[config.mk]
export PLATFORM = sky130hd
export DESIGN_NAME = cea_top
export DESIGN_NICKNAME = d
export VERILOG_FILES = /design/src/cea_pkg.sv /design/src/cea_top.sv
export SDC_FILE = /design/constraint.sdc
export NUM_CORES = 1
export LEC_CHECK = 0
export BUFFER_PORTS_ARGS = -buffer_cell sky130_fd_sc_hd__buf_2
export CAP_MARGIN = 10
export CORE_ASPECT_RATIO = 1.25
export CORE_MARGIN = 2
export CORE_UTILIZATION = 45
export CTS_BUF_LIST = sky130_fd_sc_hd__clkbuf_4 sky130_fd_sc_hd__clkbuf_8
export DETAILED_ROUTE_END_ITERATION = 12
export HOLD_SLACK_MARGIN = 0.08
export PLACE_DENSITY = 0.69
export SYNTH_ARGS = -nofsm -noshare
export SYNTH_HDL_FRONTEND = slang
export SYNTH_SLANG_ARGS = --single-unit
[constraint.sdc]
create_clock -name pclk -period 3.5 [get_ports pclk]
set_clock_uncertainty 0.15 [all_clocks]
set_input_delay 0.175 -clock pclk [delete_from_list [all_inputs] [get_ports pclk]]
set_output_delay 0.175 -clock pclk [all_outputs]
set_load 0.02 [all_outputs]
[src/cea_pkg.sv]
// Constants, types and register map of the configuration EEPROM engine
package cea_pkg;

  // ==========================================================
  // Register offsets (byte addresses)
  localparam logic [7:0] CTL_OFF = 8'hBC;
  localparam logic [7:0] STS_OFF = 8'hC0;
  localparam logic [7:0] MSK_OFF = 8'hC4;

  // ==========================================================
  // Field positions in the control dword
  localparam int START_B  = 0;
  localparam int CMD_B    = 1;
  localparam int ERR_B    = 2;
  localparam int ALOK_B   = 3;
  localparam int ALST_B   = 4;
  localparam int ALDIS_B  = 5;
  localparam int RATE_LSB = 6;
  localparam int ADDR_LSB = 9;
  localparam int DATA_LSB = 16;

  // ==========================================================
  // Reset values and encodings
  localparam logic [1:0] RATE_RST  = 2'h1;
  localparam logic       ALDIS_RST = 1'b1;
  localparam logic [1:0] RATE_STD  = 2'h1;
  localparam logic [1:0] RATE_TEST = 2'h3;
  localparam logic [6:0] AUTO_ADDR = 7'h00;

  // ==========================================================
  // Timing: half an EEPROM clock period in pclk cycles
  localparam int CORE_MHZ  = 125;
  localparam int PCLK_MHZ  = 25;
  localparam int RATE_DIV  = 1024;
  localparam int HALF_CYC  = RATE_DIV / 2 * PCLK_MHZ / CORE_MHZ;
  localparam int TEST_HALF = 4;

  // ==========================================================
  // Interrupt status bits
  localparam int IRQ_DONE = 0;
  localparam int IRQ_NACK = 1;
  localparam int IRQ_AUTO = 2;
  localparam int IRQ_W    = 3;

  // ==========================================================
  // Types
  typedef enum logic [1:0] {
    ST_IDLE  = 2'b00,
    ST_START = 2'b01,
    ST_BITS  = 2'b10,
    ST_STOP  = 2'b11
  } cea_st_t;

  typedef struct packed {
    logic [6:0] addr;
    logic [1:0] rate;
    logic       al_dis;
    logic       cmd;
  } cea_ctl_t;

  typedef struct packed {
    logic scl;
    logic sda_out;
    logic sda_oe;
  } cea_pins_t;

endpackage : cea_pkg

[src/cea_top.sv]
// Register-driven access engine for a serial configuration EEPROM
//
// Functional notes
// - Writing start bit launches one access
// - Command bit: zero read, one write
// - Missing acknowledge sets the error flag
// - Autoload success flag, cleared by reading
// - Autoload status flag, never cleared by reading
// - Autoload disable bit, resets to one
// - Clock rate field sets EEPROM clock divider
// - Word address comes from bits 15:9
// - Control, address and data share dword BCh
// - Data field written, loaded by reads
`timescale 1ns/1ps
module cea_top
#(
  parameter logic [6:0] DEV_ADDR = 7'h50,
  parameter int         HALF_STD = cea_pkg::HALF_CYC
) (
  // Clock and reset
  input  wire logic              pclk,
  input  wire logic              presetn,
  // APB slave
  input  wire logic              psel,
  input  wire logic              penable,
  input  wire logic              pwrite,
  input  wire logic [7:0]        paddr,
  input  wire logic [31:0]       pwdata,
  output logic      [31:0]       prdata,
  output logic                   pready,
  output logic                   pslverr,
  // EEPROM pins
  output cea_pkg::cea_pins_t     ee_pins,
  input  wire logic              ee_sda_in,
  // Autoload result and interrupt
  output logic      [15:0]       al_word,
  output logic                   al_valid,
  output logic                   irq
);
  import cea_pkg::*;
  // ==========================================================
  // Declarations
  cea_st_t          st;
  cea_ctl_t         ctl;
  logic [15:0]      data, rx;
  logic [6:0]       lat_addr;
  logic [1:0]       bcnt;
  logic [3:0]       bidx;
  logic [9:0]       div_cnt, div_lim, gap;
  logic [IRQ_W-1:0] sts, msk;
  logic [7:0]       tx_cur;
  logic [31:0]      rd_mux;
  // Sequencer and flag state
  logic             lat_wr, is_auto, nack, err, scl, oe;
  logic             al_ok, al_stat, al_pend;
  // Decoded strobes and conditions
  logic             acc, wr, rd_bc, wr_bc, mapped, busy, tick;
  logic             launch_sw, launch_auto, fin, samp_nack;
  logic             master_tx, drive_lo;

  // ==========================================================
  // APB decode; zero wait states, error on unmapped offsets
  assign acc     = psel && penable;
  assign wr      = acc && pwrite;
  assign wr_bc   = wr && (paddr == CTL_OFF);
  assign rd_bc   = acc && !pwrite && (paddr == CTL_OFF);
  assign mapped  = (paddr == CTL_OFF) || (paddr == STS_OFF)
                || (paddr == MSK_OFF);
  assign pready  = 1'b1;
  assign pslverr = acc && !mapped;

  // Read view of the registers
  assign busy = (st != ST_IDLE);
  always_comb begin
    case (paddr)
      CTL_OFF: rd_mux = {data, ctl.addr, 1'b0, ctl.rate,
                         ctl.al_dis, al_stat, al_ok, err,
                         ctl.cmd, busy};
      STS_OFF: rd_mux = {29'h0000000, sts};
      MSK_OFF: rd_mux = {29'h0000000, msk};
      default: rd_mux = 32'h00000000;
    endcase
  end

  // Read data captured in the setup cycle, so it is a flop
  always_ff @(posedge pclk or negedge presetn) begin
    if (!presetn) begin
      prdata <= 32'h00000000;
    end else if (psel && !penable) begin
      prdata <= rd_mux;
    end
  end

  // ==========================================================
  // Launch: software wins over a pending autoload
  assign launch_sw   = wr_bc && pwdata[START_B] && !busy;
  assign launch_auto = !busy && al_pend && !ctl.al_dis
                    && !launch_sw;

  // ==========================================================
  // Control fields; frozen while a cycle runs
  always_ff @(posedge pclk or negedge presetn) begin
    if (!presetn) begin
      ctl.addr   <= 7'h00;
      ctl.rate   <= RATE_RST;
      ctl.al_dis <= ALDIS_RST;
      ctl.cmd    <= 1'b0;
    end else if (wr_bc && !busy) begin
      ctl.addr   <= pwdata[ADDR_LSB +: 7];
      ctl.rate   <= pwdata[RATE_LSB +: 2];
      ctl.al_dis <= pwdata[ALDIS_B];
      ctl.cmd    <= pwdata[CMD_B];
    end
  end

  // Data field: software write, or the word of a read
  always_ff @(posedge pclk or negedge presetn) begin
    if (!presetn) begin
      data <= 16'h0000;
    end else if (fin && !lat_wr && !nack && !is_auto) begin
      data <= rx;
    end else if (wr_bc && !busy) begin
      data <= pwdata[DATA_LSB +: 16];
    end
  end

  // ==========================================================
  // Divider; reserved codes run standard, a launch's rate is used at once
  assign div_lim = ((launch_sw ? pwdata[RATE_LSB +: 2] : ctl.rate)
                    == RATE_TEST)
                 ? 10'(TEST_HALF - 1)
                 : 10'(HALF_STD - 1);
  assign tick = busy && (div_cnt == 10'h000);
  always_ff @(posedge pclk or negedge presetn) begin
    if (!presetn) begin
      div_cnt <= 10'h000;
    end else if (!busy || div_cnt == 10'h000) begin
      div_cnt <= div_lim;
    end else begin
      div_cnt <= div_cnt - 10'h001;
    end
  end
  // Cycles since the last divider tick, watched by the rate check
  always_ff @(posedge pclk or negedge presetn) begin
    if (!presetn) begin
      gap <= 10'h000;
    end else begin
      gap <= (!busy || tick) ? 10'h000 : gap + 10'h001;
    end
  end

  // ==========================================================
  // Byte on the wire: device select, word address, data
  assign master_tx = lat_wr || (bcnt < 2'h2);
  always_comb begin
    case (bcnt)
      2'h0:    tx_cur = {DEV_ADDR, !lat_wr};
      2'h1:    tx_cur = {lat_addr, 1'b0};
      2'h2:    tx_cur = data[15:8];
      default: tx_cur = data[7:0];
    endcase
  end
  // Ack slot: host acks the first read byte, not the last
  assign drive_lo = (bidx < 4'h8)
                  ? (master_tx && !tx_cur[3'd7 - bidx[2:0]])
                  : (!master_tx && bcnt == 2'h2);
  assign samp_nack = (st == ST_BITS) && tick && !scl
                  && (bidx == 4'h8) && master_tx
                  && ee_sda_in;
  assign fin = (st == ST_STOP) && tick && (bidx >= 4'h2);

  // ==========================================================
  // Sequencer: start, bytes with ack slots, stop
  always_ff @(posedge pclk or negedge presetn) begin
    if (!presetn) begin
      st       <= ST_IDLE;
      bcnt     <= 2'h0;
      bidx     <= 4'h0;
      scl      <= 1'b1;
      oe       <= 1'b0;
      lat_wr   <= 1'b0;
      lat_addr <= 7'h00;
      is_auto  <= 1'b0;
      nack     <= 1'b0;
      rx       <= 16'h0000;
    end else begin
      case (st)
        ST_IDLE: begin
          if (launch_sw || launch_auto) begin
            st       <= ST_START;
            lat_wr   <= launch_sw && pwdata[CMD_B];
            lat_addr <= launch_sw ? pwdata[ADDR_LSB +: 7]
                                  : AUTO_ADDR;
            is_auto  <= !launch_sw;
            bcnt     <= 2'h0;
            bidx     <= 4'h0;
            nack     <= 1'b0;
            scl      <= 1'b1;
            oe       <= 1'b0;
          end
        end
        ST_START: begin
          if (tick) begin
            oe <= 1'b1;
            st <= ST_BITS;
          end
        end
        ST_BITS: begin
          if (tick && scl) begin
            scl <= 1'b0;
            oe  <= drive_lo;
          end else if (tick) begin
            scl <= 1'b1;
            if (bidx == 4'h8) begin
              bidx <= 4'h0;
              if (samp_nack) begin
                nack <= 1'b1;
                st   <= ST_STOP;
              end else if (bcnt == 2'h3) begin
                st <= ST_STOP;
              end else begin
                bcnt <= bcnt + 2'h1;
              end
            end else begin
              if (!master_tx) begin
                rx <= {rx[14:0], ee_sda_in};
              end
              bidx <= bidx + 4'h1;
            end
          end
        end
        ST_STOP: begin
          if (tick) begin
            case (bidx)
              4'h0: begin
                scl  <= 1'b0;
                oe   <= 1'b1;
                bidx <= 4'h1;
              end
              4'h1: begin
                scl  <= 1'b1;
                bidx <= 4'h2;
              end
              default: begin
                oe <= 1'b0;
                st <= ST_IDLE;
              end
            endcase
          end
        end
        default: st <= ST_IDLE;
      endcase
    end
  end

  assign ee_pins = '{scl: scl, sda_out: 1'b0, sda_oe: oe};

  // ==========================================================
  // Error flag: held until the next software launch
  always_ff @(posedge pclk or negedge presetn) begin
    if (!presetn) begin
      err <= 1'b0;
    end else if (samp_nack) begin
      err <= 1'b1;
    end else if (launch_sw) begin
      err <= 1'b0;
    end
  end

  // ==========================================================
  // Autoload flags and result; a set beats a read-clear
  always_ff @(posedge pclk or negedge presetn) begin
    if (!presetn) begin
      al_ok    <= 1'b0;
      al_stat  <= 1'b0;
      al_pend  <= 1'b1;
      al_word  <= 16'h0000;
      al_valid <= 1'b0;
    end else begin
      al_valid <= fin && is_auto && !nack;
      if (fin && is_auto) begin
        al_pend <= 1'b0;
      end
      if (fin && is_auto && !nack) begin
        al_ok   <= 1'b1;
        al_stat <= 1'b1;
        al_word <= rx;
      end else if (rd_bc) begin
        al_ok <= 1'b0;
      end
    end
  end

  // ==========================================================
  // Interrupts: sticky, write one to clear, set wins
  always_ff @(posedge pclk or negedge presetn) begin
    if (!presetn) begin
      sts <= 3'h0;
      msk <= 3'h0;
    end else begin
      sts <= (sts & ~((wr && paddr == STS_OFF)
                      ? pwdata[IRQ_W-1:0] : 3'h0))
           | {fin && is_auto && !nack, samp_nack, fin};
      if (wr && paddr == MSK_OFF) begin
        msk <= pwdata[IRQ_W-1:0];
      end
    end
  end
  assign irq = |(sts & msk);
endmodule : cea_top

==> summary.md <==
| Metric | Value |
|---|---|
| H-Tree Depth | 4 |
| Synth Area in Adders | 2.852% |
| Share of layout cells above drive strength 1 | 26.28% |
| P per Cell Area | 400.2 nW/um^2 |
| CP endpoint kind | flip-flop |
| # clock sinks | 131 |
| Floorplan die height | 134.6 um |
| CTS Buf Count | 17 |
| Kind of start point of the critical path | flip-flop |
| Ys async rst share | 100.0% |
| Clk Latency, worst-skew pair | 0.44 ns |
| Area Growth Syn to Fin | 22.84% |
| Final #Nets | 770 |
| WHS | 0.1172 ns |
| Top post-synthesis cells by area | dfrtp_1 (52%), nand2_1 (8.4%), mux2_2 (5.3%), o21ai_0 (3.3%), ha_1 (2.9%) |
| RR Endpoint | st[1]$_DFFE_PN0P_ |
| Flops & latches, synth | 131 |
| Vias | 4815 |
| Hold path endpoint | msk[2]$_DFFE_PN0P_ |
| Final setup fails | 0 |
| Hold depth | 4 |
| Grt total ovfl | 0 |
| Complex-gate fraction of the synthesized area | 12.12% |
| RSZ-0062 raised after global routing | no |
| Number of remaining DRC errors | 0 |
| Pin count of the biggest net entering global routing | 81 |
| Synth Cell Area | 6141 sq um |
| Worst-case vdd ir drop | 0.2022 mV |
| Max_cap viols | 0 |
| R2R Path Start | st[1]$_DFFE_PN0P_ |
| Gr busiest metal | met2 |
| DR vias/cell | 5.386 |
| Synth Area in XOR/XNOR | 0.9984% |
| Post-route ant nets | 0 |
| Largest family of logic cells by synthesized area | simple AND/OR/NAND/NOR gates |
| Top cell type by total area after synthesis | dfrtp_1 |
| Hold Crit Start | paddr[4] |
| Status | finished, final reports clean |
| Gp weighted congestion | 0.8249 |
| DIE WIDTH | 108.5 um |
| Post-synthesis cell count | 585 |
| Max Fclk | 348.9 MHz |
| Final wirelength | 14530 um |
| Worst-margin pin slew | 1.054 ns |
| Hold WC Path Type | in2reg |
| Diode count | 0 |
| DR WL/cell | 16.26 um |
| Prevailing post-synth register cell | dfrtp_1 |
| Worst-path fanout max | 10 |
| Post-synthesis sequential area ratio | 53.46% |
| Slew Viols, Final | 0 |
| 1st-pass router iterations | 6 |
| EDFF count, synth | 0 |
| Unique masters post-synth | 65 |
| Top cell type's share of synthesized area | 51.75% |
| Most common cell after layout, fill and taps aside | nand2_1 |
| Global Route met3 Usage | 4.923% |
| Most frequent cells in the layout | nand2_1 (137), dfrtp_1 (127), buf_2 (93) |
| Core Footprint | 13290 sq um |
| First-iteration detailed-routing DRC count | 446 |
| CTS tree | done |
| Hold Vio Cnt, Final | 0 |
| # port buffers | 94 |
| Core Util, Final | 56.76% |
| Site row count | 47 |
| Fillers | 1165 |
| Met2 Track Usage GR | 35.52% |
| Vias in the first global route | 4963 |
| Yosys warning count | 0 |
| Min cycle time layout | 2.867 ns |
| TNS Setup | 0 ns |
| Post-Synth Simple-Gate Area | 16.81% |
| Pre-CTS setup slack | 0.6383 ns |
| M1 GR Usage | 26.46% |
| R2R setup slack | 0.63 ns |
| Gr usage total | 21.10% |
| WS Path Type | reg2reg |
| CP Data Arrival Time | 3.03 ns |
| Wire length of the first global-routing pass | 24050 um |
| Io pins | 101 |
| Mux cell area share after synthesis | 10.07% |
| WP data required | 3.66 ns |
| Final worst-path cycle share | 81.90% |
| Max-slew headroom | 29.75% |
| Leak | 0.003796 uW |
| Initial antenna violation count | 0 |
| Clock-pin slew on the worst setup and hold paths | 0.07 ns |
| Syn avg cell area | 10.50 sq um |
| Initial Util | 46.21% |
| Bufs on Longest Clock Path | 2 |
| Worst r2r path cells | 8 |
| Post-detail-place hpwl | 10220 um |
| Die ar. | 14600 sq um |
| Final WS setup | 0.6335 ns |
| CTS Root Cell | clkbuf_8 |
worst max path at each step:
stage,slack (ns),endpoint,startpoint,depth (start not counted)
floorplan,0.89,st[1]$_DFFE_PN0P_,div_cnt[0]$_DFF_PN0_,8
CTS,0.63,st[1]$_DFFE_PN0P_,st[1]$_DFFE_PN0P_,8
finish,0.63,st[1]$_DFFE_PN0P_,st[1]$_DFFE_PN0P_,8
detailed placement,0.64,al_word[9]$_DFFE_PN0P_,div_cnt[0]$_DFF_PN0_,7
global route,0.46,al_word[6]$_DFFE_PN0P_,div_cnt[0]$_DFF_PN0_,7
global placement,0.72,st[1]$_DFFE_PN0P_,st[0]$_DFFE_PN0P_,8
synth_stat cells, types with 3 or more instances:
library cell,number
nand2b_1,6
clkbuf_1,24
nor2b_1,6
mux2_4,8
o21ai_0,40
nor3_1,3
buf_2,4
a22oi_1,17
a221oi_1,4
nor2_1,17
nor3b_1,3
and2_1,3
buf_4,5
mux2i_1,7
a211oi_1,3
dfstp_2,4
mux2_1,9
mux2_2,29
and3_1,4
nand4_1,3
xnor2_1,5
dfrtp_1,127
a31oi_1,3
nand3_1,14
ha_1,14
nand2_1,137
o31ai_1,7
or4_1,3
inv_1,16
a21oi_1,14
kinds of logic after synthesis:
logic type	Yosys count
compound gates	112
xor+xnor	7
fa+ha+maj	14
buf+inv	50
flops	131
mux	53
other cells	2
simple gates	216
through the flow:
stage	area [sq um]	total power [uW]	std cells
floorplan	6145	1578	586
global placement	6770	1646	828
detailed placement	6770	1648	828
CTS	7543	3053	894
global route	7543	3123	894
finish	7543	3019	894
routing by layer:
layer | part of all wire (%) | wire length (um)
met1 | 44 | 6359
met2 | 49 | 7120
met3 | 5.0 | 731
met4 | 2.2 | 320
met5 | 0 | 0
layout make-up:
type | count | area [sq um] | area share, %
Clock buffer | 19 | 261.5 | 3.467
Inverter | 16 | 60.06 | 0.7962
Sequential cell | 131 | 3283 | 43.52
Timing Repair Buffer | 139 | 908.4 | 12.04
Clock inverter | 13 | 171.4 | 2.272
Tap cell | 171 | 214.0 | 2.836
Multi-Input combinational cell | 405 | 2645 | 35.06
power breakdown:
group | switching [uW] | leakage, uW | total, uW | internal (uW)
sequential | 3.08 | 0.00174 | 1520 | 1520
combinational | 72.7 | 0.00184 | 126 | 53.6
clock | 618 | 0.000214 | 1370 | 755
total | 694 | 0.00380 | 3020 | 2330
timing repair:
item | 4_1_cts | 5_1_grt
endpoints found under the hold margin | 123 | 0
buffers inserted | 0 | 0
gates resized for setup | 0 | 0
hold buffers | 34 | 0
critical path, stage by stage, from the launching register on:
cell and delay, ns:
dfrtp_1 0.42, inv_1 0.12, ha_1 0.21, buf_4 0.18
nand4bb_2 0.29, or4_4 0.49, and3_4 0.21, a2111oi_4 0.35
mux2_4 0.34
sequential cells by signal, indices dropped and copies added (netlist names), 2 cells and up:
| register | flops |
|---|---|
| rx | 16 |
| sts | 3 |
| data | 16 |
| bcnt | 2 |
| lat_addr | 7 |
| ctl | 11 |
| msk | 3 |
| prdata | 31 |
| al_word | 16 |
| bidx | 4 |
| st | 2 |
| div_cnt | 10 |
Power figures use the tool's default switching activity.
